**config.mk**
```make
export PLATFORM = sky130hd
export DESIGN_NAME = sync_master_tx
export DESIGN_NICKNAME = d
export VERILOG_FILES = /design/src/sync_master_tx.v
export VERILOG_INCLUDE_DIRS = /design/src
export SDC_FILE = /design/constraint.sdc
export NUM_CORES = 1
export LEC_CHECK = 0
export ABC_AREA = 1
export BUFFER_PORTS_ARGS = -buffer_cell sky130_fd_sc_hd__buf_2
export CAP_MARGIN = 20
export CORE_MARGIN = 2
export CORE_UTILIZATION = 35
export DETAILED_ROUTE_END_ITERATION = 6
export PLACE_DENSITY = 0.51
export SYNTH_ARGS = -nofsm -noshare
export SYNTH_HDL_FRONTEND = slang
export SYNTH_SLANG_ARGS = --single-unit
```
**constraint.sdc**
```tcl
create_clock -name pclk -period 2.1 [get_ports pclk]
set_input_delay 0.105 -clock pclk [delete_from_list [all_inputs] [get_ports pclk]]
set_output_delay 0.105 -clock pclk [all_outputs]
set_load 0.01 [all_outputs]
```
**src/sync_tx_defs.vh**
```
// Purpose: constants for the synchronous master serial transmitter
// Assumes: register indices are word indices, byte address = index * 4
// Notes:   definitions only
`ifndef SYNC_TX_DEFS_VH
`define SYNC_TX_DEFS_VH

// ****************************************
// register indices and byte addresses
// ****************************************
`define IDX_INTERRUPT_CONTROL     8'h0b
`define IDX_PERIPHERAL_FLAGS_ONE  8'h0c
`define IDX_RECEIVE_STATUS        8'h18
`define IDX_TRANSMIT_BUFFER       8'h19
`define IDX_RECEIVE_BUFFER        8'h1a
`define IDX_PERIPHERAL_ENABLES    8'h8c
`define IDX_TRANSMIT_STATUS       8'h98
`define IDX_BAUD_DIVISOR          8'h99
`define ADDR_W                    12
`define BYTE_ADDR(i)              ({2'b00, (i), 2'b00})

// ****************************************
// field positions
// ****************************************
`define TXS_CLOCK_MASTER          7
`define TXS_NINE_BIT              6
`define TXS_TX_ENABLE             5
`define TXS_SYNC_SELECT           4
`define TXS_SHIFT_EMPTY           1
`define TXS_NINTH_BIT             0
`define RCS_PORT_ENABLE           7
`define RCS_NINE_BIT              6
`define RCS_SINGLE_RX             5
`define RCS_CONT_RX               4
`define RCS_NINTH_RX              0
`define PF1_TX_EMPTY              4
`define TXS_WR_MASK               8'hf5
`define RCS_WR_MASK               8'hf8

// ****************************************
// reset values
// ****************************************
`define RST_TRANSMIT_STATUS       8'h02
`define RST_ZERO                  8'h00

// ****************************************
// timing
// ****************************************
`define CLK_PERIOD_NS             10
`define INSTR_CYCLE_NS            10
`define INSTR_CYCLES              ((`INSTR_CYCLE_NS + `CLK_PERIOD_NS - 1) / `CLK_PERIOD_NS)

`endif

```
**src/sync_master_tx.v**
```verilog
// Purpose: synchronous master serial transmit path with APB registers
// Assumes: pins synchronous to pclk; one shift clock half period is
//          (baud_divisor + 1) instruction cycles
// Notes:   clock idles low; data changes on rising, stable on falling edge
`timescale 1ns/10ps
`include "sync_tx_defs.vh"

// Overview of operation
// (RL1) half duplex: receive blocks transmit
// (RL2) sync select bit enables synchronous operation
// (RL3) port enable assigns clock and data pins
// (RL4) clock master select drives shift clock out
// (RL5) reload shift register only after last bit
// (RL6) transfer takes one cycle, sets empty flag
// (RL7) empty flag independent of its enable
// (RL8) empty flag cleared only by buffer write
// (RL9) read-only shift empty status, no interrupt
// (RL10) enable alone starts nothing until buffer loaded
// (RL11) bits driven on rising clock edge
// (RL12) generator held reset when all enables clear
// (RL13) transmit enable starts generator clock immediately; here the generator stays cleared until a word is loaded to shift
// (RL14) write when shift empty moves data immediately
// (RL15) clearing enable aborts, resets, floats pins
// (RL16) receive enable aborts, floats data only; here the word in the shift register is held and resumes when receive ends
// (RL17) single receive done, resume transmitting
// (RL18) nine-bit mode sends stored ninth bit
// (RL19) ninth bit written before buffer write
// (RL20) software follows documented setup order
// (RL21) software sets global interrupt enables
// (RL22) lsb first, one bit per clock period
module sync_master_tx #(
  parameter DIV_W = 8
) (
  input  wire                 pclk,
  input  wire                 presetn,
  input  wire                 psel,
  input  wire                 penable,
  input  wire                 pwrite,
  input  wire [`ADDR_W-1:0]   paddr,
  input  wire [31:0]          pwdata,
  output wire [31:0]          prdata,
  output wire                 pready,
  output wire                 pslverr,
  input  wire                 shift_clock_line_in,
  output wire                 shift_clock_line_out,
  output wire                 shift_clock_line_oe,
  input  wire                 serial_data_line_in,
  output wire                 serial_data_line_out,
  output wire                 serial_data_line_oe
);

  // ****************************************
  // registers
  // ****************************************
  reg  [7:0]       interrupt_control_ff;
  reg  [7:0]       peripheral_enables_one_ff;
  reg  [7:0]       txs_ff;
  reg  [7:0]       rcs_ff;
  reg  [DIV_W-1:0] baud_divisor_ff;
  reg  [7:0]       transmit_buffer_ff;
  reg              buf_full_ff;
  reg  [7:0]       receive_buffer_ff;
  reg              rx_ninth_ff;
  reg  [31:0]      prdata_ff;

  reg  [DIV_W+7:0] brg_cnt_ff;
  reg              sck_ff;
  reg  [8:0]       transmit_shift_register_ff;
  reg  [3:0]       tx_bits_ff;
  reg              tsr_empty_ff;
  reg              dout_ff;
  reg  [8:0]       rsr_ff;
  reg  [3:0]       rx_bits_ff;

  wire             unused_clk_in;
  assign unused_clk_in = shift_clock_line_in;

  // ****************************************
  // control decode
  // ****************************************
  wire clock_source_master_select = txs_ff[`TXS_CLOCK_MASTER];
  wire nine_bit_transmit_select   = txs_ff[`TXS_NINE_BIT];
  wire transmit_enable_bit        = txs_ff[`TXS_TX_ENABLE];
  wire sync_select                = txs_ff[`TXS_SYNC_SELECT];
  wire ninth_transmit_bit         = txs_ff[`TXS_NINTH_BIT];
  wire serial_port_enable         = rcs_ff[`RCS_PORT_ENABLE];
  wire nine_bit_receive_select    = rcs_ff[`RCS_NINE_BIT];
  wire single_receive_enable      = rcs_ff[`RCS_SINGLE_RX];
  wire continuous_receive_enable  = rcs_ff[`RCS_CONT_RX];

  wire port_sync   = serial_port_enable & sync_select;                      // [RL2] [RL3]
  wire master_mode = port_sync & clock_source_master_select;                // [RL4]
  wire rx_req      = continuous_receive_enable | single_receive_enable;
  wire brg_run     = transmit_enable_bit | rx_req;                          // [RL12]
  wire rx_active   = master_mode & rx_req;
  wire tx_hold     = rx_req;                                                // [RL1] [RL16]
  wire tx_active   = master_mode & transmit_enable_bit & ~tx_hold & ~tsr_empty_ff;

  // ****************************************
  // apb access
  // ****************************************
  wire [7:0] idx     = paddr[9:2];
  wire       aligned = (paddr[1:0] == 2'b00) & (paddr[`ADDR_W-1:10] == 2'b00);
  reg        hit;
  reg  [7:0] rd_val;

  always @* begin
    hit    = aligned;
    rd_val = `RST_ZERO;
    case (idx)
      `IDX_INTERRUPT_CONTROL: begin
        rd_val = interrupt_control_ff;
      end
      `IDX_PERIPHERAL_FLAGS_ONE: begin
        rd_val = {3'b000, ~buf_full_ff, 4'b0000};                            // [RL7]
      end
      `IDX_RECEIVE_STATUS: begin
        rd_val = {rcs_ff[7:3], 2'b00, rx_ninth_ff};
      end
      `IDX_TRANSMIT_BUFFER: begin
        rd_val = transmit_buffer_ff;
      end
      `IDX_RECEIVE_BUFFER: begin
        rd_val = receive_buffer_ff;
      end
      `IDX_PERIPHERAL_ENABLES: begin
        rd_val = peripheral_enables_one_ff;
      end
      `IDX_TRANSMIT_STATUS: begin
        rd_val = {txs_ff[7:4], 1'b0, txs_ff[2], tsr_empty_ff, txs_ff[0]};   // [RL9]
      end
      `IDX_BAUD_DIVISOR: begin
        rd_val = baud_divisor_ff;
      end
      default: begin
        hit = 1'b0;
      end
    endcase
    if (!aligned) begin
      hit = 1'b0;
    end
  end

  wire setup_rd = psel & ~penable & ~pwrite;
  wire wr_en    = psel & penable & pwrite & hit;
  wire wr_txs   = wr_en & (idx == `IDX_TRANSMIT_STATUS);
  wire wr_rcs   = wr_en & (idx == `IDX_RECEIVE_STATUS);
  wire wr_tbuf  = wr_en & (idx == `IDX_TRANSMIT_BUFFER);

  assign pready  = 1'b1;
  assign pslverr = psel & penable & ~hit;
  // registered read data, captured in the setup phase
  assign prdata  = prdata_ff;

  always @(posedge pclk or negedge presetn) begin
    if (!presetn) begin
      prdata_ff <= 32'h0000_0000;
    end else if (setup_rd) begin
      prdata_ff <= {24'h00_0000, rd_val};
    end
  end

  // ****************************************
  // baud rate generator
  // ****************************************
  // half period in pclk cycles; the generator stays cleared while
  // nothing shifts, so a fresh word always starts from a full low half
  wire [DIV_W+39:0] half_wide =
    ({8'h00, baud_divisor_ff} + 1'b1) * `INSTR_CYCLES;
  wire [DIV_W+7:0]  half_period = half_wide[DIV_W+7:0];
  wire clk_run  = tx_active | rx_active;
  wire brg_tick = clk_run & (brg_cnt_ff == half_period - 1'b1);
  wire rise_evt = brg_tick & ~sck_ff;
  wire fall_evt = brg_tick & sck_ff;
  // last bit out, nothing queued: clock stays low, no stray pulse
  wire end_evt  = rise_evt & tx_active & ~rx_active & (tx_bits_ff == 4'd0) & ~buf_full_ff;

  always @(posedge pclk or negedge presetn) begin
    if (!presetn) begin
      brg_cnt_ff <= {(DIV_W+8){1'b0}};
      sck_ff     <= 1'b0;
    end else if (!brg_run || !clk_run) begin                                 // [RL12]
      brg_cnt_ff <= {(DIV_W+8){1'b0}};
      sck_ff     <= 1'b0;
    end else if (end_evt) begin
      brg_cnt_ff <= {(DIV_W+8){1'b0}};
      sck_ff     <= 1'b0;
    end else if (brg_tick) begin
      brg_cnt_ff <= {(DIV_W+8){1'b0}};
      sck_ff     <= ~sck_ff;
    end else begin
      brg_cnt_ff <= brg_cnt_ff + 1'b1;                                       // [RL13]
    end
  end

  // ****************************************
  // transmit buffer and shift register
  // ****************************************
  wire [3:0] word_bits = nine_bit_transmit_select ? 4'd9 : 4'd8;
  wire [8:0] word      = {ninth_transmit_bit & nine_bit_transmit_select,
                          transmit_buffer_ff};                               // [RL18] [RL19]
  wire tx_on      = port_sync & transmit_enable_bit;
  wire load_idle  = tx_on & tsr_empty_ff & buf_full_ff;                      // [RL10] [RL14]
  wire word_done  = rise_evt & ~tx_hold & (tx_bits_ff == 4'd0);
  wire load_chain = word_done & buf_full_ff;                                 // [RL5]
  wire xfer       = load_idle | load_chain;
  // set over clear: a write racing a transfer keeps the new byte
  wire nxt_buf_full = (buf_full_ff & ~xfer) | wr_tbuf;                       // [RL6] [RL8]

  always @(posedge pclk or negedge presetn) begin
    if (!presetn) begin
      buf_full_ff <= 1'b0;
    end else begin
      buf_full_ff <= nxt_buf_full;
    end
  end

  always @(posedge pclk or negedge presetn) begin
    if (!presetn) begin
      transmit_buffer_ff <= `RST_ZERO;
    end else if (wr_tbuf) begin
      transmit_buffer_ff <= pwdata[7:0];
    end
  end

  reg  [8:0]       nxt_tsr;
  reg  [3:0]       nxt_tx_bits;
  reg              nxt_tsr_empty;
  reg              nxt_dout;

  always @* begin
    nxt_tsr       = transmit_shift_register_ff;
    nxt_tx_bits   = tx_bits_ff;
    nxt_tsr_empty = tsr_empty_ff;
    nxt_dout      = dout_ff;
    if (!tx_on) begin                                                        // [RL15]
      nxt_tsr       = 9'h000;
      nxt_tx_bits   = 4'd0;
      nxt_tsr_empty = 1'b1;
      nxt_dout      = 1'b0;
    end else if (load_idle) begin
      nxt_tsr       = word;
      nxt_tx_bits   = word_bits;
      nxt_tsr_empty = 1'b0;
    end else if (rise_evt && !tx_hold) begin                                 // [RL11]
      if (tx_bits_ff != 4'd0) begin
        nxt_dout    = transmit_shift_register_ff[0];                         // [RL22]
        nxt_tsr     = {1'b0, transmit_shift_register_ff[8:1]};
        nxt_tx_bits = tx_bits_ff - 1'b1;
      end else if (buf_full_ff) begin
        nxt_dout    = word[0];
        nxt_tsr     = {1'b0, word[8:1]};
        nxt_tx_bits = word_bits - 1'b1;
      end else begin
        nxt_tsr_empty = 1'b1;
      end
    end
  end

  always @(posedge pclk or negedge presetn) begin
    if (!presetn) begin
      transmit_shift_register_ff <= 9'h000;
      tx_bits_ff                 <= 4'd0;
      tsr_empty_ff               <= 1'b1;
      dout_ff                    <= 1'b0;
    end else begin
      transmit_shift_register_ff <= nxt_tsr;
      tx_bits_ff                 <= nxt_tx_bits;
      tsr_empty_ff               <= nxt_tsr_empty;
      dout_ff                    <= nxt_dout;
    end
  end

  // ****************************************
  // single-word / continuous receive
  // ****************************************
  wire [3:0] rx_len  = nine_bit_receive_select ? 4'd9 : 4'd8;
  wire       rx_done = rx_active & fall_evt & (rx_bits_ff == rx_len - 1'b1);
  wire [8:0] rx_next = {serial_data_line_in, rsr_ff[8:1]};

  // receive only borrows the clock; transmit waits on tx_hold
  always @(posedge pclk or negedge presetn) begin
    if (!presetn) begin
      rsr_ff     <= 9'h000;
      rx_bits_ff <= 4'd0;
    end else if (!rx_active) begin
      rx_bits_ff <= 4'd0;
    end else if (fall_evt) begin
      rsr_ff <= rx_next;
      if (rx_done) begin
        rx_bits_ff <= 4'd0;
      end else begin
        rx_bits_ff <= rx_bits_ff + 1'b1;
      end
    end
  end

  // eight-bit words: the last bit arrives in the capture cycle
  always @(posedge pclk or negedge presetn) begin
    if (!presetn) begin
      receive_buffer_ff <= `RST_ZERO;
      rx_ninth_ff       <= 1'b0;
    end else if (rx_done && nine_bit_receive_select) begin
      receive_buffer_ff <= rsr_ff[8:1];
      rx_ninth_ff       <= serial_data_line_in;
    end else if (rx_done) begin
      receive_buffer_ff <= rx_next[8:1];
      rx_ninth_ff       <= 1'b0;
    end
  end

  // ****************************************
  // control and status registers
  // ****************************************
  // single receive without continuous receive clears itself when its word is in
  wire clr_single = rx_done & single_receive_enable & ~continuous_receive_enable;
  wire wr_intc    = wr_en & (idx == `IDX_INTERRUPT_CONTROL);
  wire wr_penb    = wr_en & (idx == `IDX_PERIPHERAL_ENABLES);
  wire wr_div     = wr_en & (idx == `IDX_BAUD_DIVISOR);

  always @(posedge pclk or negedge presetn) begin
    if (!presetn) begin
      txs_ff <= `RST_TRANSMIT_STATUS;
    end else if (wr_txs) begin
      txs_ff <= pwdata[7:0] & `TXS_WR_MASK;
    end
  end

  always @(posedge pclk or negedge presetn) begin
    if (!presetn) begin
      rcs_ff <= `RST_ZERO;
    end else if (wr_rcs) begin
      rcs_ff <= pwdata[7:0] & `RCS_WR_MASK;
    end else if (clr_single) begin
      rcs_ff[`RCS_SINGLE_RX] <= 1'b0;                                        // [RL17]
    end
  end

  always @(posedge pclk or negedge presetn) begin
    if (!presetn) begin
      interrupt_control_ff <= `RST_ZERO;
    end else if (wr_intc) begin
      interrupt_control_ff <= pwdata[7:0];
    end
  end

  always @(posedge pclk or negedge presetn) begin
    if (!presetn) begin
      peripheral_enables_one_ff <= `RST_ZERO;
    end else if (wr_penb) begin
      peripheral_enables_one_ff <= pwdata[7:0];                              // [RL7]
    end
  end

  always @(posedge pclk or negedge presetn) begin
    if (!presetn) begin
      baud_divisor_ff <= {DIV_W{1'b0}};
    end else if (wr_div) begin
      baud_divisor_ff <= pwdata[DIV_W-1:0];
    end
  end

  // ****************************************
  // pins
  // ****************************************
  // clock pin stays driven through a receive that interrupts a word
  assign shift_clock_line_out = sck_ff;
  assign shift_clock_line_oe  = master_mode & brg_run;                       // [RL4] [RL16]
  assign serial_data_line_out = dout_ff;
  assign serial_data_line_oe  = port_sync & transmit_enable_bit & ~tx_hold;  // [RL15] [RL17]

endmodule

```
== Word-level counts from Yosys, hierarchy flattened ==
Index checks and enable logic that the tools add are counted.

* Flip-flop bits (word level): 107
* Input port bits: 51
* Output and inout bits: 38
* Logic and storage cells: 157

* Add/sub/neg operators: 7
* Equality and inequality tests: 18
* Mux-type cells: 40
* Bitwise operators: 55
* Reduce and logical (&&, ||, !) cells: 18

{| class="wikitable"
|+ Operators by type and width
! kind !! number
|-
| $pmux 8 s8 || 1
|-
| $mux 16 || 3
|-
| $mux 9 || 5
|-
| $and 1x1->1 || 40
|-
| $mux 4 || 8
|-
| $eq 8x5->1 const B || 3
|-
| $eq 8x8->1 const B || 3
|-
| $mux 1 || 21
|-
| $add 16x1->16 const B || 1
|-
| $eq 16x16->1 || 1
|-
| $eq 8x4->1 const B || 2
|-
| $mux 8 || 2
|-
| $sub 4x1->4 const B || 3
|-
| $not 1->1 || 10
|-
| $sub 9x1->10 const B || 1
|-
| $add 8x1->9 const B || 1
|-
| $reduce_or 8->1 || 1
|-
| $ne 3x2->1 const B || 2
|-
| $reduce_and 3->1 || 2
|-
| $or 1x1->1 || 5
|-
| $add 4x1->4 const B || 1
|-
| $eq 4x4->1 || 1
|-
| $logic_not 2->1 || 2
|-
| $logic_not 4->1 || 1
|-
| 12 further kinds || 18
|}

== Depth between registers and ports, before layout ==
* Depth in word-level cells: 15
* Gate-level depth with buffers: 14
* Mapped depth without buffers: 13

== Worst setup path after synthesis ==
Ideal clock, no wire load.

* Path type: register to register
* Start point: reg tx_bits_ff[1]
* End point: reg tx_bits_ff[2]
* Library setup time: 0.117 ns
* Arrival time: 1.621 ns
* Data required time: 1.983 ns
* Setup slack: 0.361 ns
* Stages on the path, launching flop included: 13
* Buffers on the path: 1
* Period minus slack after synthesis: 1.739 ns
* Cell sequence: dfrtp_1 > nor2_1 > nand2_1 > inv_1 > buf_2 > nand2_1 > nand2_1 > inv_1 > ha_1 > or2_2 > nand4_1 > nand3b_1 > nand2_1

* Word-level cells in the longest chain between the ends: 5
* Elaborated cells on any way between the ends: 8

{| class="wikitable"
|+ Ends and longest elaborated chain
! what !! line !! text
|-
| start, declared || sync_master_tx.v:69 || <nowiki>reg [3:0] tx_bits_ff;</nowiki>
|-
| start signal, assigned || sync_master_tx.v:268 || <nowiki>tx_bits_ff <= nxt_tx_bits;</nowiki>
|-
| $sub 4x1->4 or $reduce_bool 4->1 (tied branches) || sync_master_tx.v:249, sync_master_tx.v:246 ||
|-
| $mux 4 || sync_master_tx.v:246 || <nowiki>if (tx_bits_ff != 4'd0) begin</nowiki>
|-
| $mux 4 || sync_master_tx.v:245 || <nowiki>end else if (rise_evt && !tx_hold) begin</nowiki>
|-
| $mux 4 || sync_master_tx.v:241 || <nowiki>end else if (load_idle) begin</nowiki>
|-
| $mux 4 || sync_master_tx.v:236 || <nowiki>if (!tx_on) begin</nowiki>
|}

Several ways; a longest one is shown, not always the timed one. The select of a mux whose other input is x is not followed.
A chain may end at the register's enable or synchronous reset.

== Final worst setup path ==
* Start point: reg tsr_empty_ff
* End point: reg transmit_shift_register_ff[6]

* Word-level cells in the longest chain between the ends: 8
* Elaborated cells on any way between the ends: 13

{| class="wikitable"
|+ Ends and longest elaborated chain
! what !! line !! text
|-
| start, declared || sync_master_tx.v:70 || <nowiki>reg tsr_empty_ff;</nowiki>
|-
| start signal, assigned || sync_master_tx.v:269 || <nowiki>tsr_empty_ff <= nxt_tsr_empty;</nowiki>
|-
| $not 1->1 || sync_master_tx.v:97 || <nowiki>wire tx_active = master_mode & transmit_enable_bit & ~tx_hold & ~tsr_empty_ff;</nowiki>
|-
| $and 1x1->1 || sync_master_tx.v:97 ||
|-
| $or 1x1->1 || sync_master_tx.v:171 || <nowiki>wire clk_run = tx_active | rx_active;</nowiki>
|-
| $and 1x1->1 || sync_master_tx.v:172 || <nowiki>wire brg_tick = clk_run & (brg_cnt_ff == half_period - 1'b1);</nowiki>
|-
| $and 1x1->1 || sync_master_tx.v:173 || <nowiki>wire rise_evt = brg_tick & ~sck_ff;</nowiki>
|-
| $logic_and 1x1->1 || sync_master_tx.v:245 ||
|-
| $ne 3x1->1 (no source line) || -- ||
|-
| $reduce_and 2->1 (no source line) || -- ||
|-
| end signal, assigned || sync_master_tx.v:267 || <nowiki>transmit_shift_register_ff <= nxt_tsr;</nowiki>
|-
| end, declared || sync_master_tx.v:68 || <nowiki>reg [8:0] transmit_shift_register_ff;</nowiki>
|}

Several ways; a longest one is shown, not always the timed one.

==> impl_metrics.env <==
export IMPL_row_count=47
export IMPL_worstSetupPathType="flip-flop to flip-flop"
export IMPL_viasPerCell=4.70
export IMPL_globalplace_congestion=0.936
export IMPL_drive_gt1_share_pct=16.4
export IMPL_cp_data_required_time_ns=2.34
export IMPL_timing_hold_worst_path_depth=3
export IMPL_synth_distinct_cells=39
export IMPL_detail_route_antenna_nets=0
export IMPL_multi_input_comb_area_um2=2630
export IMPL_achievable_frequency_mhz=530
export IMPL_max_slew_margin_rel_pct=52.8
export IMPL_timing_final_setup_violations=0
export IMPL_worstSetupStartpoint="tsr_empty_ff"
export IMPL_instances_no_fill=1020
export IMPL_post_drt_wl_per_cell_um=14.3
export IMPL_cts_reportedPaths_clkPinSlew_ns=0.08
export IMPL_final_net_count=849
export IMPL_postSynthCellCount=740
export IMPL_floorplan_initialDensity_pct=35.4
export IMPL_global_route_usage_over_all_layers_pct=17.2
export IMPL_ctsRootBufferMaster="sky130_fd_sc_hd__clkbuf_16"
export IMPL_drt_iter0_drc=348
export IMPL_outcome="finished, final reports clean"
export IMPL_worstPathArrival_ns=2.13
export IMPL_critical_path_startpoint_type="flip-flop"
export IMPL_p_leak_uw=0.00351
export IMPL_worst_hold_startpoint="serial_data_line_in"
export IMPL_antenna_cells_inserted=0
export IMPL_drc_errors=0
export IMPL_antenna_found_initial=0
export IMPL_wirelength_um=14600
export IMPL_fp_dieArea_um2=17600
export IMPL_drt_pre_antenna_iters=4
export IMPL_fin_tns_setup_ns=0
export IMPL_seqCellArea_um2=2630
export IMPL_commonest_cells_after_routing_fill_and_taps_aside="sky130_fd_sc_hd__nand2_1, sky130_fd_sc_hd__dfrtp_1, sky130_fd_sc_hd__inv_1, sky130_fd_sc_hd__o21ai_0, sky130_fd_sc_hd__nor2_1"
export IMPL_placeableCoreArea_um2=16400
export IMPL_n_fill_cell=1684
export IMPL_worst_min_delay_path_endpoint="rsr_ff[8]"
export IMPL_overflow=0
export IMPL_grt_max_degree=47
export IMPL_clock_tree_buffer_depth=2
export IMPL_cts_htree_levels=3
export IMPL_die_h_um=133
export IMPL_synth_ff_type="sky130_fd_sc_hd__dfrtp_1"
export IMPL_tritoncts_num_sinks=105
export IMPL_yosys_warnings=0
export IMPL_tritoncts="built"
export IMPL_worst_setup_path_end_kind="flip-flop"
export IMPL_post_place_cells=1003
export IMPL_reg2regPathDepth=12
export IMPL_number_of_enable_flip_flop_cells_after_synthesis=0
export IMPL_async_reset_ff_share_pct=100
export IMPL_maxCapViolations=0
export IMPL_boundaryPins=89
export IMPL_number_of_global_route_vias_before_repair=4599
export IMPL_r2r_end="transmit_shift_register_ff[6]"
export IMPL_tritoncts_num_buffers=9
export IMPL_port_buffers=38
export IMPL_finalCriticalPeriod_ns=1.89
export IMPL_worst_r2r_startpoint="tsr_empty_ff"
export IMPL_timing_final_crit_share_pct=89.8
export IMPL_first_pass_grt_wire_length_um=24000
export IMPL_worst_skew_pair_latency_ns=0.35
export IMPL_areaGrowthSynthToFinish_pct=13.6
export IMPL_syn_cell_area_um2=5810
export IMPL_power_per_cell_area_nw_per_um2=637
export IMPL_ys_ff_latch=105
export IMPL_skew_ns=0.00707
export IMPL_die_w_um=133
export IMPL_ir_worst_vdd_v=0.000343
export IMPL_grt_setup_unrepaired="no"
export IMPL_slew_viol_final=0
export IMPL_postSynthAreaPerCell_um2=7.85
export IMPL_yosysSeqAreaShare_pct=45.3
export IMPL_worst_slew_pin_transition_ns=0.701
export IMPL_worstPathMaxFanout=13
export IMPL_reg2reg_slack_ns=0.21
export IMPL_min_path_type="primary input to flip-flop"
export IMPL_routed_via_count=4798
export IMPL_hold_violations=0
export IMPL_dp_hpwl_um=10900
export IMPL_layout_commonest_cell="sky130_fd_sc_hd__nand2_1"
export IMPL_cts_post_setup_buffers_inserted=0
[report_power, final]
group	switching, uW	total (uW)	internal, uW	leakage, uW
clock network	827	2010	1180	0.000171
logic	133	176	42.7	0.00208
registers	1.87	2030	2020	0.00126
total	962	4210	3250	0.00351
[state kept, by name (all words and copies together), names as in the netlist, 6 cells and up]
register / count
brg_cnt_ff: 16
rsr_ff: 8
transmit_shift_register_ff: 9
peripheral_enables_one_ff: 8
baud_divisor_ff: 8
receive_buffer_ff: 8
transmit_buffer_ff: 8
interrupt_control_ff: 8
prdata: 8
txs_ff: 6
[synth_stat cells (6+ instances only)]
library cell | instances | area, um^2
sky130_fd_sc_hd__nand2_1 | 227 | 852
sky130_fd_sc_hd__dfrtp_1 | 104 | 2600
sky130_fd_sc_hd__inv_1 | 81 | 304
sky130_fd_sc_hd__o21ai_0 | 54 | 270
sky130_fd_sc_hd__nor2_1 | 47 | 176
sky130_fd_sc_hd__nand3_1 | 31 | 155
sky130_fd_sc_hd__o21ai_1 | 29 | 145
sky130_fd_sc_hd__buf_4 | 26 | 195
sky130_fd_sc_hd__o22ai_1 | 20 | 125
sky130_fd_sc_hd__a21oi_1 | 18 | 90.1
sky130_fd_sc_hd__nand2_2 | 10 | 62.6
sky130_fd_sc_hd__inv_2 | 8 | 30.0
sky130_fd_sc_hd__nor2_2 | 8 | 50.1
sky130_fd_sc_hd__nor2_4 | 7 | 78.8
sky130_fd_sc_hd__xor2_1 | 6 | 52.6
[worst max path at each step]
stage	to	slack, ns
after global placement	transmit_shift_register_ff[8]	0.24
after global routing	transmit_shift_register_ff[3]	0.01
after floorplan	tx_bits_ff[2]	0.36
final	transmit_shift_register_ff[6]	0.21
after detailed placement	transmit_shift_register_ff[6]	0.21
after CTS	transmit_shift_register_ff[6]	0.20
[critical path, cell delays in order, from the launching register on]
cell	delay, ns
sky130_fd_sc_hd__dfstp_2	0.38
sky130_fd_sc_hd__inv_1	0.17
sky130_fd_sc_hd__nand3_1	0.12
sky130_fd_sc_hd__nor2_2	0.18
sky130_fd_sc_hd__nor2_2	0.07
sky130_fd_sc_hd__nor2_2	0.09
sky130_fd_sc_hd__nand2_2	0.08
sky130_fd_sc_hd__inv_2	0.10
sky130_fd_sc_hd__nand2_1	0.10
sky130_fd_sc_hd__nand2_2	0.13
sky130_fd_sc_hd__nand2_2	0.20
sky130_fd_sc_hd__nand2_1	0.12
sky130_fd_sc_hd__nand2_1	0.05
[logic make-up (layout without fill, tap and decap cells)]
group | count (synthesis) | in the layout | synth area share [%]
buffers and inverters | 129 | 166 | 11.0
AOI/OAI and AO/OA | 132 | 132 | 12.4
adders and majority gates | 3 | 3 | 0.646
xor gates and xnor gates | 7 | 7 | 1.06
other | 2 | 25 | 0.129
and+or+nand+nor | 362 | 362 | 29.5
DFF | 105 | 105 | 45.3
[routing by layer]
layer | wire length [um] | track usage [%]
met1 | 7030 | 24.0
met2 | 6800 | 27.5
met3 | 553 | 2.68
met4 | 168 | 5.20
met5 | 0 | 0
[stage by stage]
stage,worst slack (ns),total power (uW),util [%],instance area [um^2],hold WS (ns)
6_report,0.214,4210,40.2,6600,0.0195
5_1_grt,0.0142,4370,40.2,6600,0.0229
4_1_cts,0.203,4250,40.2,6600,0.00845
3_5_place_dp,0.209,2240,38.0,6240,0.130
3_3_place_gp,0.235,2240,38.0,6240,0.120
2_1_floorplan,0.361,2160,-,5900,-0.191
[final cells by class]
| class | instances | area share (%) |
|---|---|---|
| clock buffers | 9 | 3.41 |
| well taps | 220 | 4.17 |
| inverters | 89 | 5.06 |
| flip-flops and latches | 105 | 39.8 |
| multi-input cells | 529 | 39.9 |
| clock inverters | 7 | 1.90 |
| repair buffers | 61 | 5.76 |
[timing repair]
item                                    in CTS  in global routing
hold buffers                                 1                  0
endpoints found under the hold margin       38                  0
endpoints found under the setup margin       0                  1
resized for setup                            0                  1
Power figures use the tool's default switching activity.
